[src/rtl/aisi_defines.svh]
// constants for the analog input status indicator block
`ifndef AISI_DEFINES_SVH
`define AISI_DEFINES_SVH
`define AISI_NUM_CH        4
`define AISI_SAMPLE_W      12
`define AISI_CLK_HZ        10000000
`define AISI_FLASH_MS      100
`define AISI_FLASH_CYC     ((`AISI_CLK_HZ / 1000) * `AISI_FLASH_MS)
`define AISI_CNT_W         24
`define AISI_PHASE_W       4
`define AISI_PHASES        10
`define AISI_PAT_FLASH     10'h2aa
`define AISI_PAT_SINGLE    10'h001
`define AISI_PAT_DOUBLE    10'h005
`define AISI_ADDR_STATUS   4'h0
`define AISI_ADDR_MASK     4'h4
`define AISI_ADDR_LAMPS    4'h8
`define AISI_ADDR_SAMPLE0  4'hc
`define AISI_ADDR_SAMPLE1  4'hd
`define AISI_EVT_W         4
`define AISI_EVT_BUS_ERR   0
`define AISI_EVT_CH_ERR    1
`define AISI_EVT_SUPPLY    2
`define AISI_EVT_GEN_ERR   3
`endif

[src/rtl/aisi_pkg.sv]
// types for the analog input status indicator block
`default_nettype none
package aisi_pkg;
  typedef enum logic [1:0] {AISI_BUS_OFF, AISI_BUS_PREOP, AISI_BUS_OP, AISI_BUS_ERR} aisi_bus_t;
  typedef enum logic [1:0] {AISI_MOD_OFF, AISI_MOD_RESET, AISI_MOD_PREOP, AISI_MOD_OP} aisi_mod_t;
  typedef struct packed {
    logic open;
    logic over;
    logic under;
    logic conv_ok;
  } aisi_ch_t;
  typedef struct packed {
    logic       bus_green;
    logic       bus_red;
    logic [3:0] ch_green;
    logic       mod_green;
    logic       mod_red;
  } aisi_lamps_t;
endpackage
`default_nettype wire

[src/rtl/aisi_top.sv]
// status lamp driver and sample/event registers for a four channel input module
//
// Function
// - bus lamp pair green and red, both dark without bus supply
// - bus powered but not initialized: both bus lamps steadily lit
// - bus operational: green lit, red dark
// - bus error: green dark, red lit
// - one green lamp per channel, driven only by its own channel
// - channel lamp dark on open input or disconnected sensor
// - channel lamp flashes on overflow or underflow
// - channel lamp steady when converter runs and value is valid
// - green module lamp: dark, single flash, flashing, steady by state
// - red module lamp single flash on any channel error
// - red module lamp double flash while supply out of range
// - red module lamp steady in reset or general error unless module off, else dark
// - four channels, each sample eleven magnitude bits plus sign
//
// The placing of the registers and the plain strobed port are this design's own decisions.
`include "aisi_defines.svh"
`default_nettype none
module aisi_top #(
  parameter int unsigned FLASH_CYC = `AISI_FLASH_CYC
) (
  input  wire logic                                   clk,
  input  wire logic                                   rst_b,
  input  wire aisi_pkg::aisi_bus_t                    bus_state,
  input  wire aisi_pkg::aisi_mod_t                    mod_state,
  input  wire logic                                   gen_err,
  input  wire logic                                   supply_bad,
  input  wire aisi_pkg::aisi_ch_t [`AISI_NUM_CH-1:0]  ch_flags,
  input  wire logic [`AISI_NUM_CH*`AISI_SAMPLE_W-1:0] ch_sample,
  input  wire logic                                   ch_sample_vld,
  input  wire logic [3:0]                             addr,
  input  wire logic [31:0]                            wdata,
  input  wire logic                                   wr,
  input  wire logic                                   rd,
  output logic [31:0]                                 rdata,
  output logic                                        irq,
  output aisi_pkg::aisi_lamps_t                       lamps
);
  import aisi_pkg::*;

  typedef struct packed {
    logic [`AISI_CNT_W-1:0]                 div;
    logic [`AISI_PHASE_W-1:0]               phase;
    aisi_lamps_t                            lamps;
    logic [`AISI_NUM_CH*`AISI_SAMPLE_W-1:0] sample;
    logic [`AISI_EVT_W-1:0]                 status;
    logic [`AISI_EVT_W-1:0]                 mask;
    logic [31:0]                            rdata;
    logic [`AISI_EVT_W-1:0]                 ev_prev;
  } aisi_state_t;

  aisi_state_t st;
  aisi_state_t next_st;

  logic                    tick;
  logic                    pat_flash;
  logic                    pat_single;
  logic                    pat_double;
  logic [`AISI_NUM_CH-1:0] ch_err;
  logic [`AISI_NUM_CH-1:0] ch_lit;
  logic [`AISI_EVT_W-1:0]  ev_now;
  logic                    status_clr;
  logic [`AISI_EVT_W-1:0]  next_status;

  // ten phases per pattern frame; single = one pulse, double = two
  aisi_pattern #(.ON_MASK(`AISI_PAT_FLASH)) i_aisi_pattern_flash (
    .phase (st.phase),
    .lit   (pat_flash)
  );
  aisi_pattern #(.ON_MASK(`AISI_PAT_SINGLE)) i_aisi_pattern_single (
    .phase (st.phase),
    .lit   (pat_single)
  );
  aisi_pattern #(.ON_MASK(`AISI_PAT_DOUBLE)) i_aisi_pattern_double (
    .phase (st.phase),
    .lit   (pat_double)
  );

  // each lamp sees only the flags of its own channel
  for (genvar g = 0; g < `AISI_NUM_CH; g++)
  begin : gen_ch
    aisi_ch_lamp i_aisi_ch_lamp (
      .flags (ch_flags[g]),
      .flash (pat_flash),
      .err   (ch_err[g]),
      .lit   (ch_lit[g])
    );
  end

  // one sticky bit per event; a status read clears them all
  for (genvar e = 0; e < `AISI_EVT_W; e++)
  begin : gen_evt
    aisi_evt_bit i_aisi_evt_bit (
      .evt       (ev_now[e]),
      .evt_prev  (st.ev_prev[e]),
      .held      (st.status[e]),
      .clr       (status_clr),
      .next_held (next_status[e])
    );
  end

  always_comb
  begin
    tick       = (st.div == `AISI_CNT_W'(FLASH_CYC - 1));
    status_clr = rd && (addr == `AISI_ADDR_STATUS);
    // levels here; the status bits keep only their rising edges
    ev_now = '0;
    ev_now[`AISI_EVT_BUS_ERR] = (bus_state == AISI_BUS_ERR);
    ev_now[`AISI_EVT_CH_ERR]  = |ch_err;
    ev_now[`AISI_EVT_SUPPLY]  = supply_bad;
    ev_now[`AISI_EVT_GEN_ERR] = gen_err;
  end

  always_comb
  begin
    next_st = st;
    next_st.ev_prev = ev_now;
    next_st.div = tick ? '0 : st.div + `AISI_CNT_W'(1);
    if (tick)
    begin
      if (st.phase == `AISI_PHASE_W'(`AISI_PHASES - 1))
      begin
        next_st.phase = '0;
      end
      else
      begin
        next_st.phase = st.phase + `AISI_PHASE_W'(1);
      end
    end

    case (bus_state)
      AISI_BUS_OFF:
      begin
        next_st.lamps.bus_green = 1'b0;
        next_st.lamps.bus_red   = 1'b0;
      end
      AISI_BUS_PREOP:
      begin
        next_st.lamps.bus_green = 1'b1;
        next_st.lamps.bus_red   = 1'b1;
      end
      AISI_BUS_OP:
      begin
        next_st.lamps.bus_green = 1'b1;
        next_st.lamps.bus_red   = 1'b0;
      end
      AISI_BUS_ERR:
      begin
        next_st.lamps.bus_green = 1'b0;
        next_st.lamps.bus_red   = 1'b1;
      end
      default:
      begin
        next_st.lamps.bus_green = 1'b0;
        next_st.lamps.bus_red   = 1'b0;
      end
    endcase

    next_st.lamps.ch_green = ch_lit;

    case (mod_state)
      AISI_MOD_OFF:   next_st.lamps.mod_green = 1'b0;
      AISI_MOD_RESET: next_st.lamps.mod_green = pat_single;
      AISI_MOD_PREOP: next_st.lamps.mod_green = pat_flash;
      AISI_MOD_OP:    next_st.lamps.mod_green = 1'b1;
      default:        next_st.lamps.mod_green = 1'b0;
    endcase

    // steady error outranks patterns; supply fault outranks channel fault
    if (mod_state == AISI_MOD_OFF)
    begin
      next_st.lamps.mod_red = 1'b0;
    end
    else if (mod_state == AISI_MOD_RESET || gen_err)
    begin
      next_st.lamps.mod_red = 1'b1;
    end
    else if (supply_bad)
    begin
      next_st.lamps.mod_red = pat_double;
    end
    else if (|ch_err)
    begin
      next_st.lamps.mod_red = pat_single;
    end
    else
    begin
      next_st.lamps.mod_red = 1'b0;
    end

    // held until the next strobe; no second buffer behind it
    if (ch_sample_vld)
    begin
      next_st.sample = ch_sample;
    end

    next_st.rdata = '0;
    if (rd)
    begin
      case (addr)
        `AISI_ADDR_STATUS: next_st.rdata = 32'(st.status);
        `AISI_ADDR_MASK:   next_st.rdata = 32'(st.mask);
        `AISI_ADDR_LAMPS:  next_st.rdata = 32'(st.lamps);
        `AISI_ADDR_SAMPLE0:
        begin
          next_st.rdata = {st.sample[2*`AISI_SAMPLE_W+7:2*`AISI_SAMPLE_W],
                           st.sample[2*`AISI_SAMPLE_W-1:0]} ;
        end
        `AISI_ADDR_SAMPLE1:
        begin
          next_st.rdata = 32'(st.sample[4*`AISI_SAMPLE_W-1:2*`AISI_SAMPLE_W+8]);
        end
        default:           next_st.rdata = '0;
      endcase
    end
    next_st.status = next_status;
    if (wr && addr == `AISI_ADDR_MASK)
    begin
      next_st.mask = wdata[`AISI_EVT_W-1:0];
    end
  end

  always_ff @(posedge clk or negedge rst_b)
  begin
    if (!rst_b)
    begin
      st <= '0;
    end
    else
    begin
      st <= next_st;
    end
  end

  assign rdata = st.rdata;
  assign irq   = |(st.status & st.mask);
  assign lamps = st.lamps;
endmodule

// one channel lamp: off on an open input, flashing on a range fault
module aisi_ch_lamp (
  input  wire aisi_pkg::aisi_ch_t flags,
  input  wire logic               flash,
  output logic                    err,
  output logic                    lit
);
  import aisi_pkg::*;

  // open wins over range faults: a floating input often reads as full scale
  always_comb
  begin
    err = flags.open || flags.over || flags.under;
    if (flags.open)
    begin
      lit = 1'b0;
    end
    else if (flags.over || flags.under)
    begin
      lit = flash;
    end
    else
    begin
      lit = flags.conv_ok;
    end
  end
endmodule

// one blink pattern: one mask bit per phase of the frame
module aisi_pattern #(
  parameter logic [`AISI_PHASES-1:0] ON_MASK = '0
) (
  input  wire logic [`AISI_PHASE_W-1:0] phase,
  output logic                          lit
);
  import aisi_pkg::*;

  // the phase counter wraps at the frame end; anything past it reads dark
  always_comb
  begin
    if (phase < `AISI_PHASE_W'(`AISI_PHASES))
    begin
      lit = ON_MASK[phase];
    end
    else
    begin
      lit = 1'b0;
    end
  end
endmodule

// one sticky status bit: set by a rising event, cleared by a status read
module aisi_evt_bit (
  input  wire logic evt,
  input  wire logic evt_prev,
  input  wire logic held,
  input  wire logic clr,
  output logic      next_held
);
  import aisi_pkg::*;

  logic rise;

  // set wins over a clear in the same cycle, so no event is lost
  always_comb
  begin
    rise      = evt && !evt_prev;
    next_held = rise || (held && !clr);
  end
endmodule
`default_nettype wire

[config.mk]
export PLATFORM = sky130hd
export DESIGN_NAME = aisi_top
export DESIGN_NICKNAME = d
export VERILOG_FILES = /design/src/rtl/aisi_pkg.sv /design/src/rtl/aisi_top.sv
export VERILOG_INCLUDE_DIRS = /design/src /design/src/rtl
export SDC_FILE = /design/constraint.sdc
export NUM_CORES = 1
export LEC_CHECK = 0
export ABC_CLOCK_PERIOD_IN_PS = 4200
export BUFFER_PORTS_ARGS = -buffer_cell sky130_fd_sc_hd__buf_2
export CORE_ASPECT_RATIO = 0.8
export CORE_UTILIZATION = 50
export CTS_CLUSTER_DIAMETER = 40
export DETAILED_ROUTE_END_ITERATION = 6
export PLACE_DENSITY = 0.83
export RECOVER_POWER = 100
export SLEW_MARGIN = 10
export SYNTH_ARGS = -nofsm -noshare
export SYNTH_HDL_FRONTEND = slang
export SYNTH_SLANG_ARGS = --single-unit
[constraint.sdc]
create_clock -name clk -period 4.2 [get_ports clk]
set_input_delay 1.26 -clock clk [delete_from_list [all_inputs] [get_ports clk]]
set_output_delay 1.26 -clock clk [all_outputs]
set_load 0.01 [all_outputs]
==> out/metrics.csv, run 1 <==
metric,value,unit
status,finished with violations,
failing checks,"capacitance limit, slew limit",
"Avg Cell Area, Syn",12.2,µm²
Detailed Place HPWL,8170,µm
Slew headroom,-0.188,
I/O pins,152,
sequential fraction of the synthesis area,0.577,
measured slew at the worst slew-check pin,1.78,ns
Residual DRC,0,
Nets,659,
hold buffer count at cts,0,
worst path cell trace,"clkbuf_1, nand2_1, nor3_1, buf_4, a22oi_1, nor2_1",
largest net degree at the start of global routing,73,
post-route ant nets,0,
"slowest stage delay, CP",1.05,ns
crit path from,addr[2],
RSZ-0062 raised after global routing,false,
Compound-Gate Fraction of Synth Area,0.0541,
top sig layer,met4,
Max H-tree Level,4,
synth warn,0,
Root Driver,clkbuf_16,
crit path time final,3.18,ns
Synth Area in Simple Gates,0.128,
"Clk Latency, worst-skew pair",0.40,ns
CP Data Required Time,4.51,ns
Via-to-Cell Ratio,5.38,
routed wl met3,623,µm
Overflow after GRT,0,
die area,11500,µm²
overall routing resource usage,0.223,
initial core utilization,0.512,
number of flops mapped to enable cells by yosys,0,
1st-pass router iterations,4,
kind of critical path,in2reg,
Crit-path slowest cell,nor3_1,
layout cell share with drive strength beyond 1,0.298,
ranking of synthesized cells by area,"dfrtp_1 58%, mux2_2 11%, buf_4 5.4%",
Met2 Routed Length,5580,µm
Routed WL,11800,µm
Final Skew,0.00708,ns
Post-CTS Setup Bufs,0,
Die W,120,µm
vias in the first global route,3900,
Syn Nets,570,
Synth top area share,0.577,
row cnt,34,
PortBufs,123,
Leak Pwr,0.00304,µW
Mapped Cells,455,
gp weighted congestion,0.828,
Clock Sinks,128,
most numerous cell in the Yosys netlist,dfrtp_1,
Area Growth Syn to Fin,18.6,%
Hold Crit Class,reg2reg,
largest family of logic cells by synthesized area,simple AND/OR/NAND/NOR gates,
Resize count post-CTS,0,
"area leader, netlist",dfrtp_1,
die height,96.3,µm
core area,10800,µm²
initial DRC count,220,
Main synth FF type,dfrtp_1,
Worst R2R Setup Slack,1.97,ns
Longest Clk Path Bufs,2,
final worst slack,1.02,ns
crit end category,flop,
DR WL/cell,16.8,µm
asr flop ratio synth,1.00,
Peak Freq,314,MHz
first-pass GRT wire length,19300,µm
#FFs+latches synth,128,
CTS tree,built,
R2R Path Start,st[115],
xor-xnor portion of the synthesized cell area,0.0331,
initial antenna violation count,0,
Crit path arrival time,3.49,ns
max-cap violations,1,
period utilization,0.758,
worst vdd ir,281,µV
Commonest cells post-synth,"128 x dfrtp_1, 56 x mux2_2, 40 x buf_4",
CP Launch Type,input pin,
PwrDens,481,nW/µm²
Min-Delay Startpoint,st[3],
Fin. Hold Viols,0,
Metal-1 WL,5320,µm
final setup TNS,0,ns
CP Max Fanout,21,
antenna diode count,0,
pre-CTS setup slack,1.29,ns
pins over their slew limit,72,
routed vias,3771,
Post-Synth Adder-Cell Area,0.00901,
post-synthesis mux area share,0.125,
Clock transition at path regs,0.05,ns
# setup viols final,0,
"Distinct cells, synth",39,
synthesized cell area,5550,µm²
# fillers,864,
total CTS buffers,17,
-- registers in the layout, indices dropped and copies added (netlist names) --
signal / count
lamps: 8
st: 88
rdata: 32
-- metal layers --
layer	track usage	vias to the layer above
met5	0	-
met2	0.369	130
met1	0.282	1880
li1	-	1741
met4	0.0885	0
met3	0.0575	20
-- cell families (layout without fill, tap and decap cells) --
group | Yosys count | count (layout)
buffers and inverters | 66 | 168
adder cells (fa/ha/maj) | 4 | 4
XOR/XNOR | 21 | 21
flip-flops | 128 | 128
AO/OA/AOI/OAI | 46 | 46
multiplexers | 62 | 62
AND/OR/NAND/NOR | 128 | 128
-- power breakdown --
group | internal (µW) | total [µW] | switching, µW
clock network | 1120 | 1620 | 504
registers | 1300 | 1340 | 40.7
logic | 102 | 203 | 101
-- area by class of cell --
cell class                      instances  area (µm²)  area share
Tap cell                              144         180      0.0274
Clock inverter                          9         178      0.0270
Timing Repair Buffer                  127         592      0.0898
Sequential cell                       128        3200       0.486
Multi-Input combinational cell        261        1910       0.290
Inverter                                9        33.8     0.00513
Clock buffer                           23         488      0.0741
-- path summary, 6_finish.rpt --
kind                                  end  cells past startpoint
worst max-delay path            rdata[13]                      6
worst min-delay path               st[43]                      1
worst max register to register    st[118]                      5
worst min register to register     st[43]                      1
max in group asynchronous          st[47]                      2
min in group asynchronous        lamps[5]                      1
-- cells in the final DEF, fill, tap and decap left out, types with 3 or more instances in the layout --
cell type,instances
nand2_1,24
mux2_2,56
mux2i_1,5
clkbuf_16,17
xnor2_1,8
o21ai_0,6
nand4_1,8
bufinv_16,5
nand3_1,8
ha_1,4
and3_1,19
and4_1,3
buf_2,72
a22oi_1,22
nor4_1,11
clkinvlp_4,3
o31ai_1,3
xor2_1,13
inv_1,9
clkbuf_8,4
nor2_1,32
dfrtp_1,128
clkbuf_1,53
a21oi_1,13
nor3_1,8
nor4b_2,3
-- worst max-delay path: cells and delay by family --
| family | cells | cell delay (ns) |
|---|---|---|
| and+or+nand+nor | 3 | 1.38 |
| buffers and inverters | 2 | 0.72 |
| AOI/OAI and AO/OA | 1 | 0.13 |
-- per-stage QoR --
stage	instance area, µm²	cells	utilization	hold WS (ns)	total power, µW
global placement	6020	669	0.555	0.404	1560
finish	6590	701	0.607	0.415	3170
CTS	6690	701	0.617	0.418	3190
global route	6590	701	0.607	0.440	3270
floorplan	5550	455	-	0.400	1470
detailed placement	6020	669	0.555	0.411	1570
(Power assumes the default switching activity.)
==> inputs of run 2 (changes only) <==
--- a/config.mk
+++ b/config.mk
@@ -6,13 +6,13 @@
 export SDC_FILE = /design/constraint.sdc
 export NUM_CORES = 1
 export LEC_CHECK = 0
-export ABC_CLOCK_PERIOD_IN_PS = 4200
+export ABC_CLOCK_PERIOD_IN_PS = 2800
 export BUFFER_PORTS_ARGS = -buffer_cell sky130_fd_sc_hd__buf_2
 export CORE_ASPECT_RATIO = 0.8
-export CORE_UTILIZATION = 50
+export CORE_UTILIZATION = 47
 export CTS_CLUSTER_DIAMETER = 40
 export DETAILED_ROUTE_END_ITERATION = 6
-export PLACE_DENSITY = 0.83
+export PLACE_DENSITY = 0.82
 export RECOVER_POWER = 100
 export SLEW_MARGIN = 10
 export SYNTH_ARGS = -nofsm -noshare
==> constraint.sdc (replaced) <==
create_clock -name clk -period 2.8 [get_ports clk]
set_input_delay 0.84 -clock clk [delete_from_list [all_inputs] [get_ports clk]]
set_output_delay 0.84 -clock clk [all_outputs]
set_load 0.01 [all_outputs]
==> out/metrics.csv, run 2 (synthesis gave the netlist of run 1 again) <==
metric,value,unit
core area,11500,µm²
die height,99.2,µm
initial DRC count,247,
post-route ant nets,0,
initial antenna violation count,0,
Routed WL,12300,µm
Fin. Hold Viols,0,
initial core utilization,0.482,
"slowest stage delay, CP",0.86,ns
# setup viols final,0,
Die W,124,µm
Clock Sinks,128,
Nets,665,
Reg area,3200,µm²
Max H-tree Level,4,
pins over their slew limit,33,
first-pass GRT wire length,19800,µm
PortBufs,123,
layout cell share with drive strength beyond 1,0.298,
number of flip-flops in the largest register,88,
routed vias,3808,
gp weighted congestion,0.809,
Peak Freq,428,MHz
PwrDens,696,nW/µm²
antenna diode count,0,
# fillers,946,
vias in the first global route,3903,
crit path time final,2.34,ns
Detailed Place HPWL,8640,µm
Crit path arrival time,2.63,ns
"Clk Latency, worst-skew pair",0.41,ns
top sig layer,met4,
total CTS buffers,17,
final setup TNS,0,ns
measured slew at the worst slew-check pin,1.89,ns
"commonest cells after routing, fill and taps aside","128 x dfrtp_1, 74 x buf_2, 56 x clkbuf_1",
Metal-1 WL,5290,µm
Multi-input gate area,1910,µm²
Resize count post-CTS,0,
Slew headroom,-0.262,
I/O pins,152,
die area,12300,µm²
RSZ-0062 raised after global routing,false,
status,finished with violations,
Crit-path slowest cell,clkbuf_1,
period utilization,0.834,
routed wl met3,722,µm
DR WL/cell,17.3,µm
worst path cell trace,"clkbuf_1, clkbuf_2, mux2_2",
Hold Crit Class,reg2reg,
Root Driver,clkbuf_16,
kind of critical path,in2reg,
Final Skew,0.00643,ns
failing checks,"capacitance limit, slew limit",
pre-CTS setup slack,0.482,ns
1st-pass router iterations,4,
final worst slack,0.465,ns
hold buffer count at cts,0,
max-cap violations,1,
final hold slack,0.415,ns
Critical path buffers and inverters,2,
Leak Pwr,0.00303,µW
Clock transition at path regs,0.05,ns
overall routing resource usage,0.217,
Post-CTS Setup Bufs,0,
CP Max Fanout,22,
worst vdd ir,516,µV
row cnt,35,
Overflow after GRT,0,
Longest Clk Path Bufs,2,
"commonest non-fill, non-tap cell in the layout",dfrtp_1,
Area Growth Syn to Fin,18.5,%
Via-to-Cell Ratio,5.36,
CP Launch Type,input pin,
CTS tree,built,
largest net degree at the start of global routing,56,
Crit path max-delay family,buffers and inverters,
Met2 Routed Length,6040,µm
largest reg by FF count,st,
crit end category,flop,
CP Data Required Time,3.09,ns
Residual DRC,0,
## run 2: worst paths after layout
| kind | from | slack, ns | cells after the start | to |
|---|---|---|---|---|
| min | st[2] | 0.42 | 1 | st[42] |
| max in group asynchronous | rst_b | 0.76 | 1 | rdata[3] |
| min reg2reg | st[2] | 0.42 | 1 | st[42] |
| max | ch_sample_vld | 0.46 | 3 | st[65] |
| min in group asynchronous | rst_b | 0.95 | 1 | lamps[6] |
| max reg2reg | st[104] | 0.74 | 6 | st[107] |
## run 2: layer usage
metal  vias up  GRT usage
li1       1758          -
met1      1902      0.274
met2       129      0.351
met3        19     0.0585
met4         0     0.0918
met5         -          0
## run 2: per-stage QoR
stage,area (µm²),util,cells,total power (µW)
finish,6580,0.571,711,4580
floorplan,5550,-,455,2200
global route,6580,0.571,711,4740
detailed placement,6090,0.528,679,2360
global placement,6090,0.528,679,2340
CTS,6700,0.581,711,4620
## run 2: final cells by class
class / instances / area share
multi-input cells: 261 / 0.291
clock buffers: 23 / 0.0726
repair buffers: 133 / 0.0968
inverters: 9 / 0.00513
flip-flops and latches: 128 / 0.487
well taps: 148 / 0.0281
clock inverters: 9 / 0.0200
## run 2: where the power goes
part	internal, µW	switching, µW
clock	1470	786
combinational	156	152
sequential	1950	61.4
total	3580	999
